### config.mk
export PLATFORM = sky130hd
export DESIGN_NAME = drc_dual_counters
export DESIGN_NICKNAME = d
export VERILOG_FILES = /design/src/shared/drc_pkg.sv /design/src/verilog/drc_down_counter.sv /design/src/verilog/drc_dual_counters.sv
export SDC_FILE = /design/constraint.sdc
export NUM_CORES = 1
export LEC_CHECK = 0
export ABC_AREA = 1
export BUFFER_PORTS_ARGS = -buffer_cell sky130_fd_sc_hd__buf_2
export CAP_MARGIN = 40
export CORE_MARGIN = 2
export CORE_UTILIZATION = 50
export DETAILED_ROUTE_END_ITERATION = 8
export PLACE_DENSITY = 0.78
export SYNTH_ARGS = -nofsm -noshare
export SYNTH_HDL_FRONTEND = slang
export SYNTH_SLANG_ARGS = --single-unit
### constraint.sdc
create_clock -name clk_i -period 2.75 [get_ports clk_i]
set_clock_uncertainty 0.1 [all_clocks]
set_input_delay 0.275 -clock clk_i [delete_from_list [all_inputs] [get_ports clk_i]]
set_output_delay 0.275 -clock clk_i [all_outputs]
set_load 0.03 [all_outputs]
### src/shared/drc_pkg.sv
package drc_pkg;
  localparam int COUNT_W = 16;
  localparam int NUM_CNT = 2;
  localparam logic [COUNT_W-1:0] RELOAD_RST = 16'h0000;
  localparam logic [COUNT_W-1:0] COUNT_RST = 16'h0000;
  localparam logic [COUNT_W-1:0] COUNT_ZERO = 16'h0000;
  localparam logic [COUNT_W-1:0] COUNT_STEP = 16'h0001;
  localparam int SYS_CLK_HZ = 20000000;
  localparam int CNT_RATE_HZ = 10000000;
  localparam int TICK_DIV = SYS_CLK_HZ / CNT_RATE_HZ;
  localparam int TICK_W = (TICK_DIV > 1) ? $clog2(TICK_DIV) : 1;
endpackage

### src/verilog/drc_down_counter.sv
`timescale 1ns/1ps
`default_nettype none
module drc_down_counter
  import drc_pkg::*;
#(
  parameter int WIDTH = COUNT_W
) (
  input wire logic clk_i,               // system clock
  input wire logic rst_n_i,             // async reset, active low
  input wire logic tick_i,              // count-rate strobe
  input wire logic enable_i,            // counting allowed
  input wire logic [WIDTH-1:0] reload_i, // reload value
  input wire logic load_i,              // software reload strobe
  output logic [WIDTH-1:0] count_o,     // current count
  output logic tc_o                     // terminal count pulse
);
  logic [WIDTH-1:0] count;
  logic [WIDTH-1:0] next_count;
  logic next_tc;
  wire at_zero = (count == WIDTH'(COUNT_ZERO));
  wire step = enable_i && tick_i;
  // zero reached: reload and pulse, else step down
  assign next_count = load_i ? reload_i :
                      !step ? count :
                      at_zero ? reload_i :
                      count - WIDTH'(COUNT_STEP);
  assign next_tc = step && at_zero && !load_i;
  always_ff @(posedge clk_i or negedge rst_n_i) begin
    if (!rst_n_i) begin
      count <= WIDTH'(COUNT_RST);
      tc_o <= 1'h0;
    end else begin
      count <= next_count;
      tc_o <= next_tc;
    end
  end
  assign count_o = count;
  ////////////////////////////////////////////////////////////////////////
  chk_hold_disabled: assert property (@(posedge clk_i) disable iff (!rst_n_i)
    (!step && !load_i) |=> $stable(count))
    else $error("count moved while idle");
  chk_decrement_step: assert property (@(posedge clk_i) disable iff (!rst_n_i)
    (step && !at_zero && !load_i) |=> (count == $past(count) - WIDTH'(COUNT_STEP)))
    else $error("count did not decrement");
  chk_zero_reload: assert property (@(posedge clk_i) disable iff (!rst_n_i)
    (step && at_zero && !load_i) |=> (count == $past(reload_i)) && tc_o)
    else $error("no reload at zero");
  chk_tc_one_cycle: assert property (@(posedge clk_i) disable iff (!rst_n_i)
    tc_o |=> !tc_o || $past(step && at_zero && !load_i))
    else $error("terminal count too long");
  cov_wrap: cover property (@(posedge clk_i) disable iff (!rst_n_i) tc_o);
endmodule
`default_nettype wire

### src/verilog/drc_dual_counters.sv
// Function
// - Two independent down counters, each 16 bits wide.
// - Each counter starts every countdown period from a software-written reload value.
// - While enabled a counter decrements by one per 10 MHz count tick with no software help.
// - On reaching zero a counter signals terminal count and reloads, then keeps counting.
// - Terminal counts go to the internal processor timer inputs or, in external mode, to pins.
// - While the block power-down bit is set the prescaler, counts and reload registers hold and no new terminal count is raised.
`timescale 1ns/1ps
`default_nettype none
module drc_dual_counters
  import drc_pkg::*;
#(
  parameter int WIDTH = COUNT_W,
  parameter int DIV = TICK_DIV
) (
  input wire logic clk_i,                    // 20 MHz system clock
  input wire logic rst_n_i,                  // async reset, active low
  input wire logic power_down_i,             // block power-down bit
  input wire logic ext_proc_i,               // external processor selected
  input wire logic [NUM_CNT-1:0] enable_i,   // per-counter enable
  input wire logic [NUM_CNT-1:0] reload_we_i, // reload write strobe
  input wire logic [WIDTH-1:0] reload_data_i, // reload write data
  output logic [NUM_CNT-1:0] timer_tc_o,     // to internal timer inputs
  output logic [NUM_CNT-1:0] pin_tc_o,       // to external pins
  output logic [WIDTH-1:0] count0_o,         // counter 0 value
  output logic [WIDTH-1:0] count1_o          // counter 1 value
);
  ////////////////////////////////////////////////////////////////////////
  // count-rate prescaler, frozen while powered down
  localparam int PRESC_W = (DIV > 1) ? $clog2(DIV) : 1;
  logic [PRESC_W-1:0] presc;
  wire presc_last = (presc == PRESC_W'(DIV - 1));
  wire run = !power_down_i;
  wire tick = run && presc_last;
  wire [PRESC_W-1:0] next_presc = !run ? presc :
                                  presc_last ? '0 : presc + PRESC_W'(1);
  always_ff @(posedge clk_i or negedge rst_n_i) begin
    if (!rst_n_i) begin
      presc <= '0;
    end else begin
      presc <= next_presc;
    end
  end
  ////////////////////////////////////////////////////////////////////////
  logic [WIDTH-1:0] reload [NUM_CNT];
  logic [WIDTH-1:0] count [NUM_CNT];
  logic [NUM_CNT-1:0] tc;
  for (genvar g = 0; g < NUM_CNT; g++) begin : g_cnt
    wire wr = reload_we_i[g] && run;
    always_ff @(posedge clk_i or negedge rst_n_i) begin
      if (!rst_n_i) begin
        reload[g] <= WIDTH'(RELOAD_RST);
      end else if (wr) begin
        reload[g] <= reload_data_i;
      end
    end
    drc_down_counter #(.WIDTH(WIDTH)) u_cnt (
      .clk_i(clk_i),
      .rst_n_i(rst_n_i),
      .tick_i(tick),
      .enable_i(enable_i[g] && run),
      .reload_i(wr ? reload_data_i : reload[g]),
      .load_i(wr),
      .count_o(count[g]),
      .tc_o(tc[g])
    );
  end
  ////////////////////////////////////////////////////////////////////////
  // route terminal counts by processor mode
  function automatic logic [NUM_CNT-1:0] pass_tc(input logic pick,
                                                 input logic [NUM_CNT-1:0] pulses);
    return pick ? pulses : '0;
  endfunction
  wire [NUM_CNT-1:0] next_timer_tc = pass_tc(!ext_proc_i, tc);
  wire [NUM_CNT-1:0] next_pin_tc = pass_tc(ext_proc_i, tc);
  always_ff @(posedge clk_i or negedge rst_n_i) begin
    if (!rst_n_i) begin
      timer_tc_o <= '0;
      pin_tc_o <= '0;
      count0_o <= '0;
      count1_o <= '0;
    end else begin
      timer_tc_o <= next_timer_tc;
      pin_tc_o <= next_pin_tc;
      count0_o <= count[0];
      count1_o <= count[1];
    end
  end
  ////////////////////////////////////////////////////////////////////////
  // checker helper: ticks between counter 0 terminal counts, trusted only
  // after a full period with no reload write in between
  localparam int SPAN_W = WIDTH + 1;
  logic [SPAN_W-1:0] ticks0;
  logic clean0;
  wire step0 = tick && enable_i[0];
  wire wr0 = reload_we_i[0] && run;
  wire [SPAN_W-1:0] next_ticks0 = tc[0] ? SPAN_W'(step0) :
                                  step0 ? ticks0 + SPAN_W'(1) : ticks0;
  wire next_clean0 = !wr0 && (tc[0] || clean0);
  always_ff @(posedge clk_i or negedge rst_n_i) begin
    if (!rst_n_i) begin
      ticks0 <= '0;
      clean0 <= 1'h0;
    end else begin
      ticks0 <= next_ticks0;
      clean0 <= next_clean0;
    end
  end
  ////////////////////////////////////////////////////////////////////////
  // routing and output registers
  chk_route_mode: assert property (@(posedge clk_i) disable iff (!rst_n_i)
    ext_proc_i |=> (timer_tc_o == '0) && (pin_tc_o == $past(tc)))
    else $error("terminal count not on pins");
  chk_route_int: assert property (@(posedge clk_i) disable iff (!rst_n_i)
    !ext_proc_i |=> (pin_tc_o == '0) && (timer_tc_o == $past(tc)))
    else $error("terminal count not on timer inputs");
  chk_route_excl: assert property (@(posedge clk_i) disable iff (!rst_n_i)
    !(|(timer_tc_o & pin_tc_o)))
    else $error("terminal count on both routes");
  chk_tc_route: assert property (@(posedge clk_i) disable iff (!rst_n_i)
    tc[0] |=> (timer_tc_o[0] || pin_tc_o[0]))
    else $error("terminal count lost");
  chk_tc_route1: assert property (@(posedge clk_i) disable iff (!rst_n_i)
    tc[1] |=> (timer_tc_o[1] || pin_tc_o[1]))
    else $error("terminal count 1 lost");
  chk_out_idle0: assert property (@(posedge clk_i) disable iff (!rst_n_i)
    !tc[0] |=> (!timer_tc_o[0] && !pin_tc_o[0]))
    else $error("spurious terminal count 0");
  chk_out_idle1: assert property (@(posedge clk_i) disable iff (!rst_n_i)
    !tc[1] |=> (!timer_tc_o[1] && !pin_tc_o[1]))
    else $error("spurious terminal count 1");
  chk_count0_mirror: assert property (@(posedge clk_i) disable iff (!rst_n_i)
    1'h1 |=> (count0_o == $past(count[0])))
    else $error("count0 output wrong");
  chk_count1_mirror: assert property (@(posedge clk_i) disable iff (!rst_n_i)
    1'h1 |=> (count1_o == $past(count[1])))
    else $error("count1 output wrong");
  // power down
  chk_pd_freeze: assert property (@(posedge clk_i) disable iff (!rst_n_i)
    power_down_i |=> $stable(count[0]) && $stable(count[1]))
    else $error("count moved in power down");
  chk_pd_presc: assert property (@(posedge clk_i) disable iff (!rst_n_i)
    power_down_i |=> $stable(presc))
    else $error("prescaler moved in power down");
  chk_pd_no_tc: assert property (@(posedge clk_i) disable iff (!rst_n_i)
    power_down_i |=> (tc == '0))
    else $error("terminal count in power down");
  chk_pd_reload: assert property (@(posedge clk_i) disable iff (!rst_n_i)
    power_down_i |=> $stable(reload[0]) && $stable(reload[1]))
    else $error("reload written in power down");
  // count rate
  chk_tick_rate: assert property (@(posedge clk_i) disable iff (!rst_n_i)
    ((DIV > 1) && tick) |=> !tick)
    else $error("count ticks too close");
  chk_tick_period: assert property (@(posedge clk_i) disable iff (!rst_n_i)
    ((DIV == 2) && tick) ##1 run ##1 run |-> tick)
    else $error("count tick missing");
  // reload and period
  chk_reload_store: assert property (@(posedge clk_i) disable iff (!rst_n_i)
    (reload_we_i[0] && run) |=> reload[0] == $past(reload_data_i))
    else $error("reload not stored");
  chk_reload_store1: assert property (@(posedge clk_i) disable iff (!rst_n_i)
    (reload_we_i[1] && run) |=> reload[1] == $past(reload_data_i))
    else $error("reload 1 not stored");
  chk_reload_hold: assert property (@(posedge clk_i) disable iff (!rst_n_i)
    !(reload_we_i[0] && run) |=> $stable(reload[0]))
    else $error("reload changed without write");
  chk_reload_hold1: assert property (@(posedge clk_i) disable iff (!rst_n_i)
    !(reload_we_i[1] && run) |=> $stable(reload[1]))
    else $error("reload 1 changed without write");
  chk_write_restart: assert property (@(posedge clk_i) disable iff (!rst_n_i)
    (reload_we_i[0] && run) |=> (count[0] == $past(reload_data_i)))
    else $error("write did not restart count");
  chk_write_restart1: assert property (@(posedge clk_i) disable iff (!rst_n_i)
    (reload_we_i[1] && run) |=> (count[1] == $past(reload_data_i)))
    else $error("write did not restart count 1");
  chk_load_no_tc0: assert property (@(posedge clk_i) disable iff (!rst_n_i)
    (reload_we_i[0] && run) |=> !tc[0])
    else $error("terminal count on reload write");
  chk_load_no_tc1: assert property (@(posedge clk_i) disable iff (!rst_n_i)
    (reload_we_i[1] && run) |=> !tc[1])
    else $error("terminal count 1 on reload write");
  chk_period_len: assert property (@(posedge clk_i) disable iff (!rst_n_i)
    (tc[0] && clean0) |-> (ticks0 == SPAN_W'(reload[0]) + SPAN_W'(1)))
    else $error("countdown period wrong");
  chk_tc_at_zero: assert property (@(posedge clk_i) disable iff (!rst_n_i)
    tc[0] |-> ($past(count[0]) == WIDTH'(COUNT_ZERO)))
    else $error("terminal count away from zero");
  chk_tc_at_zero1: assert property (@(posedge clk_i) disable iff (!rst_n_i)
    tc[1] |-> ($past(count[1]) == WIDTH'(COUNT_ZERO)))
    else $error("terminal count 1 away from zero");
  // pulse width and holds
  chk_timer_pulse0: assert property (@(posedge clk_i) disable iff (!rst_n_i)
    ((DIV > 1) && timer_tc_o[0]) |=> !timer_tc_o[0])
    else $error("timer pulse 0 too long");
  chk_timer_pulse1: assert property (@(posedge clk_i) disable iff (!rst_n_i)
    ((DIV > 1) && timer_tc_o[1]) |=> !timer_tc_o[1])
    else $error("timer pulse 1 too long");
  chk_pin_pulse0: assert property (@(posedge clk_i) disable iff (!rst_n_i)
    ((DIV > 1) && pin_tc_o[0]) |=> !pin_tc_o[0])
    else $error("pin pulse 0 too long");
  chk_pin_pulse1: assert property (@(posedge clk_i) disable iff (!rst_n_i)
    ((DIV > 1) && pin_tc_o[1]) |=> !pin_tc_o[1])
    else $error("pin pulse 1 too long");
  chk_hold_off0: assert property (@(posedge clk_i) disable iff (!rst_n_i)
    (!enable_i[0] && !reload_we_i[0]) |=> $stable(count[0]))
    else $error("count0 moved while disabled");
  chk_hold_off1: assert property (@(posedge clk_i) disable iff (!rst_n_i)
    (!enable_i[1] && !reload_we_i[1]) |=> $stable(count[1]))
    else $error("count1 moved while disabled");
  chk_no_tc_off0: assert property (@(posedge clk_i) disable iff (!rst_n_i)
    !enable_i[0] |=> !tc[0])
    else $error("terminal count 0 while disabled");
  chk_no_tc_off1: assert property (@(posedge clk_i) disable iff (!rst_n_i)
    !enable_i[1] |=> !tc[1])
    else $error("terminal count 1 while disabled");
  cov_tc_int: cover property (@(posedge clk_i) disable iff (!rst_n_i) timer_tc_o[0]);
  cov_tc_ext: cover property (@(posedge clk_i) disable iff (!rst_n_i) pin_tc_o[0]);
  cov_pd: cover property (@(posedge clk_i) disable iff (!rst_n_i)
    power_down_i ##1 !power_down_i);
  cov_pd_write: cover property (@(posedge clk_i) disable iff (!rst_n_i)
    power_down_i && reload_we_i[1]);
endmodule
`default_nettype wire
==> run_results.csv, run 1 <==
group,metric,value,unit
run_status,status,"finished, final reports clean",
yosys,netlist_area,4966,µm²
placement,dpl.cell_count,816,
drt,initialDrtViolationCount,268,
placement,dpl_worst_slack,0.6197,ns
worst_setup_path,r2r_slack,0.58,ns
worst_setup_path,cp-start-kind,"flip-flop",
worst_setup_path,critPathMaxFanout,25,
yosys,ys_ff_latch,103,
drt,vias_per_cell,5.111,
placement,numPortBuffers,59,
pwr,internal_power,2.669,mW
global_routing,grt_use_total,22.98,%
worst_setup_path,worstSetupStartpoint,"g_cnt[0].u_cnt.count_o[0]",
yosys,synth-edff-count,0,
timing,layout_setup_ws,0.5830,ns
clock_network,clock_latency,0.38,ns
global_routing,grt_overflow_total,0,
yosys,synthFlopType,"dfrtp_1",
pwr,peakVddDrop,336.5,µV
floorplan,start_util,51.04,%
final_layout,fin_cells,835,
worst_setup_path,crit_type,"reg2reg",
floorplan,fp.dieW,103.7,µm
yosys,yosysWarnings,0,
final_layout,final_common_cell,"nand2_1",
clock_network,cts_setup_buffers,0,
clock_network,cts_made_buffers,9,
clock_network,clock_path_buffers,2,
final_layout,final_nets,725,
yosys,synthCells,632,
timing,finalSetupTns,0,ns
floorplan,row_count,36,
timing,max-slew-margin-rel,48.12,%
worst_setup_path,arrival,2.34,ns
clock_network,cts_max_level,3,
timing,min_period_over_period,78.80,%
yosys,async_reset_ff_share,100.0,%
global_routing,antenna_found_initial,0,
drt,num_vias,4268,
pwr,seqPwrFrac,46.2,%
final_layout,fin_util,57.47,%
global_routing,grt_max_degree,50,
worst_setup_path,crit_end,"g_cnt[0].u_cnt.count_o[11]",
pwr,clkPwrFrac,21.1,%
final_layout,multi_input_area,1862,µm²
timing,setup_viol,0,
drt,wl,11620,µm
clock_network,clkTransAtPathRegs,0.09,ns
yosys,syn-num-nets,660,
timing,holdWs,0.02280,ns
drt,first_pass_iters,5,
floorplan,die_y,103.7,µm
final_layout,antennaDiodeCount,0,
worst_setup_path,required,2.93,ns
drt,antenna_left,0,
floorplan,coreArea,9729,µm²
pwr,pwr-share-comb,32.7,%
yosys,yosys.cell_types.count,30,
timing,slew_violations,0,
placement,dpl_cell_area,5374,µm²
worst_setup_path,r2r_start,"g_cnt[0].u_cnt.count_o[0]",
placement,gp_congestion,0.9075,
clock_network,cts_num_sinks,103,
timing,rsz0062_at_grt,"no",
pwr,power.density,784.7,nW/µm²
timing,fmax,461.5,MHz
final_layout,regArea,2577,µm²
timing,period_minus_slack,2.167,ns
final_layout,drive_gt1_share,15.24,%
drt,wl_per_cell,13.92,µm
final_layout,fill_cells,931,
pwr,report.power.total,4.388,mW
yosys,avgSynthCellArea,7.858,µm²
timing,worst_pin_slew,0.7774,ns
pwr,p_leak,3.072,nW
timing,hold_viol_final,0,
placement,hpwl,8357,µm
final_layout,final_cell_mix,"nand2_1, dfrtp_1, inv_1",
final_layout,syn_to_final_growth,12.60,%
worst_hold_path,hp-class,"in2reg",
pwr,swShare,39.16,%
floorplan,pin_count,60,
global_routing,grt_first_pass_wirelength,19930,µm
worst_setup_path,r2r-end,"g_cnt[0].u_cnt.count_o[11]",
clock_network,cts_root_buf,"clkbuf_8",
pwr,p_sw,1.718,mW
final_layout,design_area,5592,µm²
worst_setup_path,r2r_cells,8,
clock_network,cts_tree,"done",
drt,drc,0,
global_routing,grt_pass1_vias,4234,
worst_setup_path,end_kind,"flip-flop",
floorplan,die-area,10750,µm²
flow_run,drv_cap,0,
yosys,ys_seq_area_share,51.90,%
[routing by layer]
layer  share of wire (%)  vias to the layer above  GRT usage [%]  wire [µm]
met5                   0                        -              0          0
met4                 3.0                        0          12.07        354
met3                 4.9                       25          2.643        574
met2                  48                      131          36.90       5533
met1                  44                     2031          30.92       5159
li1                    -                     2081              -          -
[critical path, cell delays in order (launching register included)]
cell     delay, ns
dfrtp_1       0.40
inv_1         0.17
ha_1          0.20
nand3_1       0.10
nor2_2        0.16
nand3_2       0.43
or2_1         0.39
nand3_1       0.07
nand2_1       0.05
[power groups by stage]
stage	sequential [mW]	combinational (mW)	clock [mW]
5_1_grt	2.07	1.62	1.00
2_1_floorplan	2.26	0.801	0
3_3_place_gp	2.05	1.38	0
3_5_place_dp	2.05	1.42	0
6_report	2.03	1.44	0.925
4_1_cts	2.03	1.43	0.947
[what timing repair did]
item,in CTS,in global routing
setup endpoints to repair,0,0
hold buffers,3,0
gates resized for setup,0,0
endpoints found under the hold margin,49,0
[synth_stat cells, types with 2 or more instances]
cell / instances / area [µm²]
nand2_1: 194 / 728.2
dfrtp_1: 103 / 2577
inv_1: 101 / 379.1
nand3_1: 69 / 345.3
nor2_1: 42 / 157.7
o21ai_1: 22 / 110.1
o21ai_0: 21 / 105.1
inv_2: 11 / 41.29
nor2_2: 8 / 50.05
o22ai_1: 8 / 50.05
buf_2: 6 / 30.03
nand4_1: 6 / 37.54
buf_4: 5 / 37.54
ha_1: 4 / 50.05
o211ai_1: 4 / 30.03
xor2_1: 4 / 35.03
buf_6: 3 / 33.78
nand3b_1: 3 / 22.52
nor3_1: 3 / 15.01
o21a_1: 3 / 22.52
nor2_4: 2 / 22.52
o21bai_1: 2 / 15.01
[sequential cells by signal, summed over array words and instances (netlist names)]
register             flops
g_cnt.u_cnt.count_o     32
reload                  32
count0_o                16
count1_o                16
g_cnt.u_cnt.tc_o         2
pin_tc_o                 2
timer_tc_o               2
presc                    1
[area by class of cell]
| class | instances | share of cell area [%] |
|---|---|---|
| Sequential cell | 103 | 46.10 |
| Multi-Input combinational cell | 402 | 33.30 |
| Inverter | 113 | 7.608 |
| Timing Repair Buffer | 68 | 6.668 |
| Tap cell | 133 | 2.976 |
| Clock buffer | 9 | 2.215 |
| Clock inverter | 7 | 1.141 |
[cells by family (layout without fill, tap and decap cells)]
group                      Yosys count  after routing  synth area share, %
adders and majority gates            4              4                1.008
AOI/OAI and AO/OA                   60             60                6.702
DFF                                103            103                51.90
and+or+nand+nor                    333            333                28.90
xor gates and xnor gates             5              5               0.8818
buffers and inverters              127            197                10.61
[how the worst min path moves through the flow]
stage	endpoint	start	slack [ns]	cells past startpoint
3_5_place_dp	reload[29]	rst_n_i	0.24	1
5_1_grt	g_cnt[1].u_cnt.tc_o	reload_we_i[1]	0.02	2
6_report	g_cnt[1].u_cnt.tc_o	reload_we_i[1]	0.02	2
2_1_floorplan	count0_o[0]	rst_n_i	-0.12	0
3_3_place_gp	count0_o[13]	rst_n_i	0.23	1
4_1_cts	g_cnt[1].u_cnt.tc_o	reload_we_i[1]	0.01	2
Note: power is estimated with default switching activity, not from simulation.
==> inputs of run 2 (changes only) <==
clock period = 2 ns   (was 2.75 ns; I/O delays follow)
==> run_results.csv, run 2 (synthesized netlist as in run 1, its figures left out) <==
group,metric,value,unit
run_status,status,"finished, final reports clean",
timing,setup_viol,0,
final_layout,fin_util,58.56,%
final_layout,final_nets,735,
global_routing,grt_use_total,22.27,%
worst_setup_path,crit_type,"reg2reg",
clock_network,cts_max_level,3,
drt,initialDrtViolationCount,196,
floorplan,die-area,10750,µm²
worst_setup_path,required,2.16,ns
drt,wl,11330,µm
clock_network,clkTransAtPathRegs,0.10,ns
timing,holdWs,0.008943,ns
drt,first_pass_iters,5,
worst_setup_path,max_stage_delay,0.42,ns
placement,dpl.cell_count,822,
timing,hold_viol_final,0,
timing,rsz0062_at_grt,"yes",
worst_setup_path,path_cells,"inv_1, ha_1, nand3_1, nor2_2, nand3_4, buf_8, o211ai_1, nand2_1",
floorplan,row_count,36,
placement,gp_congestion,0.9181,
timing,period_minus_slack,1.863,ns
final_layout,syn_to_final_growth,14.74,%
final_layout,final_common_cell,"nand2_1",
timing,max-slew-margin-rel,68.46,%
floorplan,fp.dieW,103.7,µm
worst_setup_path,arrival,2.03,ns
timing,fmax,536.6,MHz
drt,vias_per_cell,5.120,
final_layout,drive_gt1_share,16.03,%
worst_hold_path,hp-class,"in2reg",
drt,wl_per_cell,13.42,µm
pwr,p_leak,3.108,nW
worst_setup_path,slowest_stage,"dfrtp_1",
clock_network,cts_root_buf,"clkbuf_8",
pwr,power.density,1052,nW/µm²
worst_setup_path,critical_path.top_delay_family,"simple AND/OR/NAND/NOR gates",
clock_network,clock_latency,0.37,ns
placement,hpwl,8363,µm
global_routing,grt_pass1_vias,4230,
global_routing,grt_overflow_total,0,
flow_run,drv_cap,0,
worst_setup_path,end_kind,"flip-flop",
global_routing,antenna_found_initial,0,
floorplan,pin_count,60,
final_layout,multi_input_area,1879,µm²
global_routing,grt_max_degree,47,
clock_network,cts_made_buffers,9,
worst_setup_path,critPathMaxFanout,16,
floorplan,die_y,103.7,µm
final_layout,regArea,2577,µm²
worst_setup_path,cp-start-kind,"flip-flop",
timing,min_period_over_period,93.17,%
clock_network,clock_path_buffers,2,
placement,numPortBuffers,59,
clock_network,cts_num_sinks,103,
clock_network,cts_tree,"done",
final_layout,fin_cells,844,
worst_setup_path,worst-path-buf-inv,2,
floorplan,coreArea,9729,µm²
pwr,peakVddDrop,405.9,µV
timing,slew_violations,0,
floorplan,start_util,51.04,%
drt,num_vias,4321,
final_layout,fill_cells,897,
timing,worst_pin_slew,0.4720,ns
final_layout,final_cell_mix,"nand2_1, dfrtp_1, inv_1",
drt,antenna_left,0,
global_routing,grt_first_pass_wirelength,19450,µm
final_layout,antennaDiodeCount,0,
drt,drc,0,
[run 2: per-layer routing]
metal | track usage [%] | share of wire (%) | up-vias
met5 | 0 | 0 | -
met3 | 3.587 | 4.9 | 29
met4 | 11.39 | 2.8 | 0
li1 | - | - | 2111
met2 | 35.95 | 47 | 135
met1 | 29.19 | 45 | 2046
[run 2: worst paths after layout]
path | from | endpoint | slack, ns | cells after the start
worst max-delay path | g_cnt[0].u_cnt.count_o[1] | g_cnt[0].u_cnt.count_o[4] | 0.14 | 8
worst min-delay path | reload_data_i[6] | reload[22] | 0.009 | 3
worst max register to register | g_cnt[0].u_cnt.count_o[1] | g_cnt[0].u_cnt.count_o[4] | 0.14 | 8
worst min register to register | g_cnt[1].u_cnt.count_o[1] | count1_o[1] | 0.31 | 0
max in group asynchronous | rst_n_i | count1_o[10] | 1.11 | 3
min in group asynchronous | rst_n_i | g_cnt[0].u_cnt.count_o[15] | 0.11 | 2
[run 2: layout make-up]
type                    count  share of cell area (%)
flip-flops and latches    103                   45.23
multi-input cells         402                   32.98
repair buffers             78                   8.388
inverters                 113                   7.466
well taps                 133                   2.921
clock buffers              10                   2.415
clock inverters             5                  0.5929
[run 2: worst register-to-register path: cells and delay by family (launching register included)]
kind                     cells  cell delay (ns)
AO/OA/AOI/OAI                1             0.18
adder cells (fa/ha/maj)      1             0.20
buffers and inverters        2             0.31
flip-flops                   1             0.42
AND/OR/NAND/NOR              4             0.55
[run 2: through the flow]
stage                     setup TNS, ns  worst slack, ns  area, µm²  power (mW)
after CTS                             0          0.07239       5673       6.003
after floorplan                       0           0.3742       4966       4.207
after detailed placement              0          0.08954       5431       4.820
after global routing           -0.04798         -0.03317       5698       6.404
after global placement                0           0.1994       5431       4.765
final                                 0           0.1365       5698       5.992
[run 2: report_power, final]
| group | internal, mW | total, mW | switching, mW |
|---|---|---|---|
| logic | 0.637 | 2.03 | 1.39 |
| clock network | 0.480 | 1.18 | 0.697 |
| registers | 2.50 | 2.78 | 0.285 |
[run 2: what timing repair did]
item,CTS,global route
hold buffers,7,0
setup endpoints to repair,0,15
endpoints found under the hold margin,111,0
buffers inserted,0,0
gates resized for setup,0,6
